File: config.mk
export PLATFORM = sky130hd
export DESIGN_NAME = mode_sfr_mmu_guard
export DESIGN_NICKNAME = d
export VERILOG_FILES = /design/src/sfr_guard_pkg.sv /design/src/sfr_class_gate.sv /design/src/seg_partition_gate.sv /design/src/mode_sfr_mmu_guard.sv
export VERILOG_INCLUDE_DIRS = /design/src
export SDC_FILE = /design/constraint.sdc
export NUM_CORES = 1
export LEC_CHECK = 0
export BUFFER_PORTS_ARGS = -buffer_cell sky130_fd_sc_hd__buf_2
export CAP_MARGIN = 0
export CORE_MARGIN = 3
export CORE_UTILIZATION = 55
export DETAILED_ROUTE_END_ITERATION = 12
export HOLD_SLACK_MARGIN = 0.06
export PLACE_DENSITY_LB_ADDON = 0.25
export SYNTH_ARGS = -nofsm -noshare
export SYNTH_HDL_FRONTEND = slang
export SYNTH_HIERARCHICAL = 1
export SYNTH_SLANG_ARGS = --single-unit
File: constraint.sdc
create_clock -name core_clk -period 3.3 [get_ports core_clk]
set_input_delay 0.33 -clock core_clk [delete_from_list [all_inputs] [get_ports core_clk]]
set_output_delay 0.33 -clock core_clk [all_outputs]
set_load 0.02 [all_outputs]
File: src/sfr_guard_defines.svh
`ifndef SFR_GUARD_DEFINES_SVH
`define SFR_GUARD_DEFINES_SVH

// special function register page and its classes (low address byte)
`define SFR_PAGE        8'hFF
`define CORE_SFR_LO     8'h00
`define CORE_SFR_HI     8'h3F
`define MMU_SFR_LO      8'h40
`define MMU_SFR_HI      8'h5F
`define UNIT_SFR_TAG    2'h2
`define NUM_UNITS       4
`define UNIT_CIPHER     0

// memory management configuration registers (low address byte)
`define MMU_STB_LO      8'h40
`define MMU_STB_HI      8'h41
`define MMU_USR_GRANT   8'h42
`define MMU_ISO_GRANT   8'h43
`define MMU_BOOT_DONE   8'h44
`define MMU_SEG_FIRST   8'h48
`define SEG_STRIDE      4
`define SEG_OFS_BASE    2'h0
`define SEG_OFS_LIMIT   2'h1
`define SEG_OFS_EN      2'h2
`define NUM_SEGS        4

// fixed firewall partition: isolated mode lives at and above the split
`define FW_SPLIT        16'h8000

// reset values
`define RST_STB         16'h0000
`define RST_GRANT       4'h0
`define RST_SEG_BASE    8'hFF
`define RST_SEG_LIMIT   8'h00
`define RST_SEG_EN      1'b0
`define RST_BYTE        8'h00

`endif

File: src/sfr_guard_pkg.sv
package sfr_guard_pkg;
   // cpu privilege modes; code 3 is illegal and always denied
   typedef enum logic [1:0] {
      MODE_SYSTEM,
      MODE_USER,
      MODE_ISOLATED
   } cpu_mode_e;

   // reason reported with an access violation
   typedef enum logic [2:0] {
      FLT_NONE,
      FLT_MMU_CFG,
      FLT_UNIT,
      FLT_SEGMENT,
      FLT_PARTITION,
      FLT_MODE
   } fault_e;
endpackage

File: src/sfr_class_gate.sv
`timescale 1ns/1ps
`include "sfr_guard_defines.svh"

module sfr_class_gate (
   // access under test
   input  wire logic [7:0]                addr_lo,
   input  wire sfr_guard_pkg::cpu_mode_e  mode,
   // configured unit grants and strap
   input  wire logic [`NUM_UNITS-1:0]     usr_grant,
   input  wire logic [`NUM_UNITS-1:0]     iso_grant,
   input  wire logic                      cipher_en,
   // classification and verdict
   output logic                           is_core,
   output logic                           is_mmu,
   output logic                           is_unit,
   output logic                           unit_ok
);
   import sfr_guard_pkg::*;

   logic [`NUM_UNITS-1:0] unit_hit;
   logic [`NUM_UNITS-1:0] unit_open;

   // address classes of the register page
   assign is_core = (addr_lo <= `CORE_SFR_HI);
   assign is_mmu  = (addr_lo >= `MMU_SFR_LO) && (addr_lo <= `MMU_SFR_HI);
   assign is_unit = (addr_lo[7:6] == `UNIT_SFR_TAG);

   // per unit, only if present (cipher unit needs cipher_en): system always, other modes only by grant
   genvar gi;
   generate
      for (gi = 0; gi < `NUM_UNITS; gi++) begin : g_unit
         logic present;
         assign present = (gi != `UNIT_CIPHER) || cipher_en;
         assign unit_hit[gi] = (addr_lo[5:4] == 2'(gi));
         always_comb begin
            unit_open[gi] = 1'b0;
            if (present) begin
               unique case (mode)
                  MODE_SYSTEM:   unit_open[gi] = 1'b1;
                  MODE_USER:     unit_open[gi] = usr_grant[gi];
                  MODE_ISOLATED: unit_open[gi] = iso_grant[gi];
                  default:       unit_open[gi] = 1'b0;
               endcase
            end
         end
      end
   endgenerate

   assign unit_ok = |(unit_hit & unit_open);
endmodule // sfr_class_gate

File: src/seg_partition_gate.sv
`timescale 1ns/1ps
`include "sfr_guard_defines.svh"

module seg_partition_gate (
   // access under test
   input  wire logic [15:0]                addr,
   input  wire sfr_guard_pkg::cpu_mode_e   mode,
   // segment table contents
   input  wire logic [`NUM_SEGS*8-1:0]     seg_base,
   input  wire logic [`NUM_SEGS*8-1:0]     seg_limit,
   input  wire logic [`NUM_SEGS-1:0]       seg_en,
   // verdicts
   output logic                            part_ok,
   output logic                            seg_ok
);
   import sfr_guard_pkg::*;

   logic [`NUM_SEGS-1:0] seg_hit;
   logic                 upper;

   // fixed split, no input can move it
   assign upper   = (addr >= `FW_SPLIT);
   assign part_ok = (mode == MODE_ISOLATED) ? upper : !upper;

   // page-granular window compare per segment
   genvar gi;
   generate
      for (gi = 0; gi < `NUM_SEGS; gi++) begin : g_seg
         assign seg_hit[gi] = seg_en[gi]
            && (addr[15:8] >= seg_base[gi*8 +: 8])
            && (addr[15:8] <= seg_limit[gi*8 +: 8]);
      end
   endgenerate

   // system mode is not bound by segments
   assign seg_ok = (mode == MODE_SYSTEM) || (|seg_hit);
endmodule // seg_partition_gate

File: src/mode_sfr_mmu_guard.sv
// What this block does
// - memory management registers read and written only in privileged mode
// - segment table base pointer changes only in privileged mode
// - privileged code may reach all hardware unit registers present in the configuration (cipher unit only with the strap set)
// - unprivileged default: only cpu core registers reachable, units blocked
// - unit registers open to unprivileged code only by explicit grant
// - security attributes take defaults at reset, boot firmware completes them
// - every memory segment disabled after reset
// - firewall partition fixed, nothing can move it
// - only unit grants for user and isolated modes are configurable
// - register contents and access settings have reset defaults
// - block cipher unit unavailable in reduced configurations
`timescale 1ns/1ps
`include "sfr_guard_defines.svh"

module mode_sfr_mmu_guard (
   // clock and reset
   input  wire logic                      core_clk,
   input  wire logic                      rst_n,
   // configuration strap pin
   input  wire logic                      cipher_strap,
   // cpu access side
   input  wire logic                      cpu_req,
   input  wire logic                      cpu_we,
   input  wire logic [15:0]               cpu_addr,
   input  wire logic [7:0]                cpu_wdata,
   input  wire sfr_guard_pkg::cpu_mode_e  cpu_mode,
   // answer to the cpu
   output logic                           cpu_rvalid,
   output logic [7:0]                     cpu_rdata,
   output logic                           cpu_fault,
   output sfr_guard_pkg::fault_e          cpu_fault_cause,
   // forwarded access to registers and memory
   output logic                           res_req,
   output logic                           res_we,
   output logic [15:0]                    res_addr,
   output logic [7:0]                     res_wdata,
   // attributes seen by the memory management unit
   output logic [15:0]                    seg_table_base,
   output logic                           attrs_ready
);
   import sfr_guard_pkg::*;

   // strap synchroniser
   logic                      strap_meta_ff;
   logic                      strap_sync_ff;
   // configuration state
   logic [15:0]               stb_ff;
   logic [`NUM_UNITS-1:0]     usr_grant_ff;
   logic [`NUM_UNITS-1:0]     iso_grant_ff;
   logic                      boot_done_ff;
   logic [`NUM_SEGS*8-1:0]    seg_base_ff;
   logic [`NUM_SEGS*8-1:0]    seg_limit_ff;
   logic [`NUM_SEGS-1:0]      seg_en_ff;
   // answer state
   logic                      rvalid_ff;
   logic [7:0]                rdata_ff;
   logic                      fault_ff;
   fault_e                    cause_ff;
   logic                      res_req_ff;
   logic                      res_we_ff;
   logic [15:0]               res_addr_ff;
   logic [7:0]                res_wdata_ff;
   // decode and verdict
   logic                      in_page;
   logic                      is_core;
   logic                      is_mmu;
   logic                      is_unit;
   logic                      unit_ok;
   logic                      part_ok;
   logic                      seg_ok;
   logic                      mode_legal;
   logic                      mmu_ok;
   logic                      allow;
   logic                      cfg_wr;
   logic                      cfg_rd;
   fault_e                    nxt_cause;
   logic [7:0]                nxt_rdata;
   logic [7:0]                seg_rel;
   logic [1:0]                seg_idx;

   // cipher presence strap through two flip-flops
   // pin may move at any time, unit follows the second stage, two edges behind the pin
   always_ff @(posedge core_clk) begin
      if (!rst_n) begin
         strap_meta_ff <= 1'b0;
         strap_sync_ff <= 1'b0;
      end else begin
         strap_meta_ff <= cipher_strap;
         strap_sync_ff <= strap_meta_ff;
      end
   end

   // register page classification and unit grants
   sfr_class_gate u_class (
      .addr_lo   (cpu_addr[7:0]),
      .mode      (cpu_mode),
      .usr_grant (usr_grant_ff),
      .iso_grant (iso_grant_ff),
      .cipher_en (strap_sync_ff),
      .is_core   (is_core),
      .is_mmu    (is_mmu),
      .is_unit   (is_unit),
      .unit_ok   (unit_ok)
   );

   // memory partition and segment checks
   seg_partition_gate u_mem (
      .addr      (cpu_addr),
      .mode      (cpu_mode),
      .seg_base  (seg_base_ff),
      .seg_limit (seg_limit_ff),
      .seg_en    (seg_en_ff),
      .part_ok   (part_ok),
      .seg_ok    (seg_ok)
   );

   // mode legality and register page hit
   // code 3 of the mode field is never a legal mode
   assign in_page    = (cpu_addr[15:8] == `SFR_PAGE);
   assign mode_legal = (cpu_mode == MODE_SYSTEM)
                    || (cpu_mode == MODE_USER)
                    || (cpu_mode == MODE_ISOLATED);
   assign mmu_ok     = (cpu_mode == MODE_SYSTEM);

   // access verdict with cause, first failing check wins
   // an illegal mode is refused before any address is looked at
   always_comb begin
      nxt_cause = FLT_NONE;
      if (!mode_legal) begin
         nxt_cause = FLT_MODE;
      end else if (in_page) begin
         if (is_mmu && !mmu_ok) begin
            nxt_cause = FLT_MMU_CFG;
         end else if (is_unit && !unit_ok) begin
            nxt_cause = FLT_UNIT;
         end else if (!is_core && !is_mmu && !is_unit) begin
            // unmapped holes of the page refused like a closed unit
            nxt_cause = FLT_UNIT;
         end
      end else if (!part_ok) begin
         nxt_cause = FLT_PARTITION;
      end else if (cpu_mode != MODE_SYSTEM && !boot_done_ff) begin
         nxt_cause = FLT_SEGMENT;
      end else if (!seg_ok) begin
         nxt_cause = FLT_SEGMENT;
      end
   end

   // configuration range is served here and never forwarded
   assign allow  = (nxt_cause == FLT_NONE);
   assign cfg_wr = cpu_req && cpu_we && allow && in_page && is_mmu;
   assign cfg_rd = cpu_req && !cpu_we && allow && in_page && is_mmu;

   // segment slot addressed inside the configuration range
   // wraps below the first slot, the range test guards it
   assign seg_rel = cpu_addr[7:0] - `MMU_SEG_FIRST;
   assign seg_idx = seg_rel[3:2];

   // segment table base pointer, privileged writes only
   // byte halves written separately, no partial-update lock
   always_ff @(posedge core_clk) begin
      if (!rst_n) begin
         stb_ff <= `RST_STB;
      end else if (cfg_wr && cpu_addr[7:0] == `MMU_STB_LO) begin
         stb_ff[7:0] <= cpu_wdata;
      end else if (cfg_wr && cpu_addr[7:0] == `MMU_STB_HI) begin
         stb_ff[15:8] <= cpu_wdata;
      end
   end

   // unit grants, the only configurable access attributes
   // reset leaves every unit shut to user and isolated code
   always_ff @(posedge core_clk) begin
      if (!rst_n) begin
         usr_grant_ff <= `RST_GRANT;
         iso_grant_ff <= `RST_GRANT;
      end else if (cfg_wr && cpu_addr[7:0] == `MMU_USR_GRANT) begin
         usr_grant_ff <= cpu_wdata[`NUM_UNITS-1:0];
      end else if (cfg_wr && cpu_addr[7:0] == `MMU_ISO_GRANT) begin
         iso_grant_ff <= cpu_wdata[`NUM_UNITS-1:0];
      end
   end

   // boot firmware marks attribute setup complete, sticky until reset
   // set only, no write can drop it again before reset
   always_ff @(posedge core_clk) begin
      if (!rst_n) begin
         boot_done_ff <= 1'b0;
      end else if (cfg_wr && cpu_addr[7:0] == `MMU_BOOT_DONE
                   && cpu_wdata[0]) begin
         boot_done_ff <= 1'b1;
      end
   end

   // segment table entries, disabled at reset
   // base above limit matches no page even once enabled
   genvar gs;
   generate
      for (gs = 0; gs < `NUM_SEGS; gs++) begin : g_segreg
         logic hit;
         assign hit = cfg_wr && (cpu_addr[7:0] >= `MMU_SEG_FIRST)
                   && (seg_idx == 2'(gs)) && (seg_rel[7:4] == 4'h0);
         always_ff @(posedge core_clk) begin
            if (!rst_n) begin
               seg_base_ff[gs*8 +: 8]  <= `RST_SEG_BASE;
               seg_limit_ff[gs*8 +: 8] <= `RST_SEG_LIMIT;
               seg_en_ff[gs]           <= `RST_SEG_EN;
            end else if (hit) begin
               unique case (seg_rel[1:0])
                  `SEG_OFS_BASE:  seg_base_ff[gs*8 +: 8]  <= cpu_wdata;
                  `SEG_OFS_LIMIT: seg_limit_ff[gs*8 +: 8] <= cpu_wdata;
                  `SEG_OFS_EN:    seg_en_ff[gs]           <= cpu_wdata[0];
                  default:        seg_en_ff[gs]           <= seg_en_ff[gs];
               endcase
            end
         end
      end
   endgenerate

   // read mux over the configuration registers
   // unused slots read back zero
   always_comb begin
      nxt_rdata = `RST_BYTE;
      if (cpu_addr[7:0] == `MMU_STB_LO) begin
         nxt_rdata = stb_ff[7:0];
      end else if (cpu_addr[7:0] == `MMU_STB_HI) begin
         nxt_rdata = stb_ff[15:8];
      end else if (cpu_addr[7:0] == `MMU_USR_GRANT) begin
         nxt_rdata = {4'h0, usr_grant_ff};
      end else if (cpu_addr[7:0] == `MMU_ISO_GRANT) begin
         nxt_rdata = {4'h0, iso_grant_ff};
      end else if (cpu_addr[7:0] == `MMU_BOOT_DONE) begin
         nxt_rdata = {7'h00, boot_done_ff};
      end else if (cpu_addr[7:0] >= `MMU_SEG_FIRST
                   && seg_rel[7:4] == 4'h0) begin
         unique case (seg_rel[1:0])
            `SEG_OFS_BASE:  nxt_rdata = seg_base_ff[seg_idx*8 +: 8];
            `SEG_OFS_LIMIT: nxt_rdata = seg_limit_ff[seg_idx*8 +: 8];
            `SEG_OFS_EN:    nxt_rdata = {7'h00, seg_en_ff[seg_idx]};
            default:        nxt_rdata = `RST_BYTE;
         endcase
      end
   end

   // configuration read answer, one cycle after the request
   // data holds until the next configuration read
   always_ff @(posedge core_clk) begin
      if (!rst_n) begin
         rvalid_ff <= 1'b0;
         rdata_ff  <= `RST_BYTE;
      end else begin
         rvalid_ff <= cfg_rd;
         if (cfg_rd) begin
            rdata_ff <= nxt_rdata;
         end
      end
   end

   // violation pulse and cause
   // a suppressed access leaves all configuration state untouched
   always_ff @(posedge core_clk) begin
      if (!rst_n) begin
         fault_ff <= 1'b0;
         cause_ff <= FLT_NONE;
      end else begin
         fault_ff <= cpu_req && !allow;
         if (cpu_req && !allow) begin
            cause_ff <= nxt_cause;
         end
      end
   end

   // forward permitted accesses outside the configuration range
   // configuration accesses raise no res_req but still load res_we, res_addr and res_wdata
   always_ff @(posedge core_clk) begin
      if (!rst_n) begin
         res_req_ff   <= 1'b0;
         res_we_ff    <= 1'b0;
         res_addr_ff  <= 16'h0000;
         res_wdata_ff <= `RST_BYTE;
      end else begin
         res_req_ff <= cpu_req && allow && !(in_page && is_mmu);
         if (cpu_req && allow) begin
            res_we_ff    <= cpu_we;
            res_addr_ff  <= cpu_addr;
            res_wdata_ff <= cpu_wdata;
         end
      end
   end

   // outputs
   assign cpu_rvalid      = rvalid_ff;
   assign cpu_rdata       = rdata_ff;
   assign cpu_fault       = fault_ff;
   assign cpu_fault_cause = cause_ff;
   assign res_req         = res_req_ff;
   assign res_we          = res_we_ff;
   assign res_addr        = res_addr_ff;
   assign res_wdata       = res_wdata_ff;
   assign seg_table_base  = stb_ff;
   assign attrs_ready     = boot_done_ff;
endmodule // mode_sfr_mmu_guard

==> metrics <==
core area=14100 µm²; critical path fanouts, max=32; GRT Total Usage=32.6%; Int Pwr=3050 µW; Post-Layout Cell Count=1189; final setup fails=0; post-CTS setup buffer count=0; P&R area growth vs syn=15.6%; hold crit path type=in -> reg; initial antenna violation count=0; most common cell after layout, fill and taps aside=dfxtp_1; nets=1092; Crit path max-delay family=compound AO/OA/AOI/OAI gates; Synth async-reset ratio=0%; Vias=7851; TritonCTS clock tree=yes; design area=9300 µm²; Critical Path Start Type=register; Data arrival, critical path=3340 ps; VDD IR-drop max=0.000430 V; syn_area_per_cell=8.65 µm²; post-CTS sizing=0; endpoints failing hold=0; Buf/Inv on CP=1; htree depth=4; DRC viols=0; Placed Cells=1157; switching share of power=24.7%; Mapped Nets=1026; status=completed; max incr delay on CP=540 ps; Remaining Overflow, GRT=0; Reg power frac=40.1%; total die area=16100 µm²; clock group share of total power=50.0%; placed instance area=8660 µm²; ys flop type=dfxtp_1; Post-Syn Instances=930; LEAKAGE=0.00420 µW; Final period util=93.3%; Setup crit end kind=register; sum of negative setup slack=0 ps; fillers=1131; Starting Density=57.0%; Cell Area, Synth=8040 µm²; Clk pin slew, worst setup/hold paths=60 ps; most frequent cells in the layout=134 x dfxtp_1, 121 x nand2_1, 85 x buf_2; vias in the first global route=7257; number of vias per cell=6.60; first-pass GRT wire length=40800 µm; max-cap violations=0; Clock Tree Buf Depth=2; HPWL after detailed placement=18100 µm; Num CTS Buffers=17; FF+latch count, synth=134; CP required=3560 ps; Power Density=436 nW/µm²; post-layout util=66.0%; Slew Limit Fails=0; wire length per cell=22.2 µm; worst path cell trace=o221ai_1 -> a221oi_1 -> a31o_1 -> nor2b_1 -> a2111o_1 -> or4_1 -> buf_4 -> o41ai_1 -> o211ai_1; largest net degree at the start of global routing=64; DIE HEIGHT=127 µm; final estimated routing congestion in global placement=0.970; Clock Sinks=134; Clock Latency Late Sink=420 ps; final wirelength=26400 µm; combinational power share=9.9%; slew margin rel.=44.1%; Crit Path Class=reg -> reg; Die Wd=127 µm; FP Rows=43; Hold-fix buffers, CTS=0; Synth cell types=62; Hold Slack=114 ps; fmax=325 MHz; worst slew pin tran=835 ps; sequential cell area fraction in the yosys report=33.4%; CP max-delay cell=or4_1; RSZ-0062 raised after global routing=no; I/O pin total=87; number of port buffers=86; drt pass-1 iters=6; switching pwr=1000 µW; skew final=7.88 ps; initial drt markers=1060; Post-synth EDFFs=0; Final ANT Viol Nets=0; layout cells sized above 1=17.2%; Root Buffer=clkbuf_16; post-layout minimum cycle time=3080 ps; n_diodes=0; Synthesis Warnings=6
worst reg2reg max path: stages, from the launching register on:
cell	delay (ps)
dfxtp_1	410
o221ai_1	160
a221oi_1	300
a31o_1	170
nor2b_1	60
a2111o_1	370
or4_1	540
buf_4	260
o41ai_1	490
o211ai_1	150
path summary, 6_finish.rpt:
kind,depth (start not counted),to,slack (ps),startpoint
hold reg to reg,1,strap_sync_ff,440,strap_meta_ff
setup reg to reg,9,seg_base_ff[8],220,usr_grant_ff[1]
setup / recovery,9,seg_base_ff[8],220,usr_grant_ff[1]
hold / removal,2,strap_meta_ff,110,cipher_strap
per-stage QoR:
stage	power, µW	setup WS, ps
2_1_floorplan	1890	444
3_3_place_gp	2040	281
3_5_place_dp	2040	229
4_1_cts	4060	264
5_1_grt	4170	59.3
6_report	4060	221
cell usage after synthesis (5+ instances only):
master / n / area [µm²]
mux4_2: 16 / 360
a21oi_1: 57 / 285
clkbuf_1: 54 / 203
nor3_1: 7 / 35.0
mux2i_1: 68 / 681
nor2b_1: 13 / 81.3
ha_1: 65 / 813
o22ai_1: 5 / 31.3
a211oi_1: 5 / 37.5
nand2_1: 121 / 454
o41ai_1: 33 / 289
a21o_1: 5 / 37.5
and2_1: 5 / 31.3
o21ai_0: 51 / 255
o211ai_1: 36 / 270
nand4_1: 21 / 131
inv_1: 74 / 278
o31ai_1: 6 / 45.0
nor2_1: 24 / 90.1
mux2_2: 5 / 56.3
buf_1: 7 / 26.3
nand3_1: 32 / 160
nand2b_1: 7 / 43.8
o221ai_1: 5 / 43.8
dfxtp_1: 134 / 2680
cells by family (layout without fill, tap and decap cells):
| group | Yosys count | after routing | synth area share (%) |
|---|---|---|---|
| AND/OR/NAND/NOR | 258 | 258 | 15.5 |
| flip-flops | 134 | 134 | 33.4 |
| adder cells (fa/ha/maj) | 65 | 65 | 10.1 |
| multiplexers | 89 | 89 | 13.6 |
| XOR/XNOR | 1 | 1 | 0.109 |
| AO/OA/AOI/OAI | 240 | 240 | 20.1 |
| buffers and inverters | 143 | 222 | 7.10 |
state kept, by name, indices dropped and copies added, names as in the netlist, 3 cells and up:
signal / count
seg_table_base: 16
iso_grant_ff: 4
seg_limit_ff: 32
seg_base_ff: 32
res_addr: 16
cpu_fault_cause: 3
cpu_rdata: 8
seg_en_ff: 4
usr_grant_ff: 4
res_wdata: 8
layout make-up:
class | count | area, µm² | share of cell area [%]
sequential | 134 | 2680 | 28.9
multi-input combinational | 653 | 4800 | 51.6
clock inverter | 11 | 171 | 1.84
timing repair buffer | 115 | 676 | 7.27
inverter | 75 | 282 | 3.03
tap | 180 | 225 | 2.42
clock buffer | 21 | 460 | 4.95
routing by layer:
layer	vias up	routed length, µm	global-route usage, %
li1	3549	-	-
met1	3671	10700	44.4
met2	525	11400	48.7
met3	106	3140	9.05
met4	0	1200	13.3
met5	-	0	0
power by group through the flow:
stage,Clock [µW],Combinational [µW],Sequential (µW)
2_1_floorplan,0,222,1670
4_1_cts,2040,388,1630
3_3_place_gp,0,379,1660
6_report,2030,401,1630
3_5_place_dp,0,382,1660
5_1_grt,2120,430,1630
No activity file was read; power rests on OpenSTA's default activity.
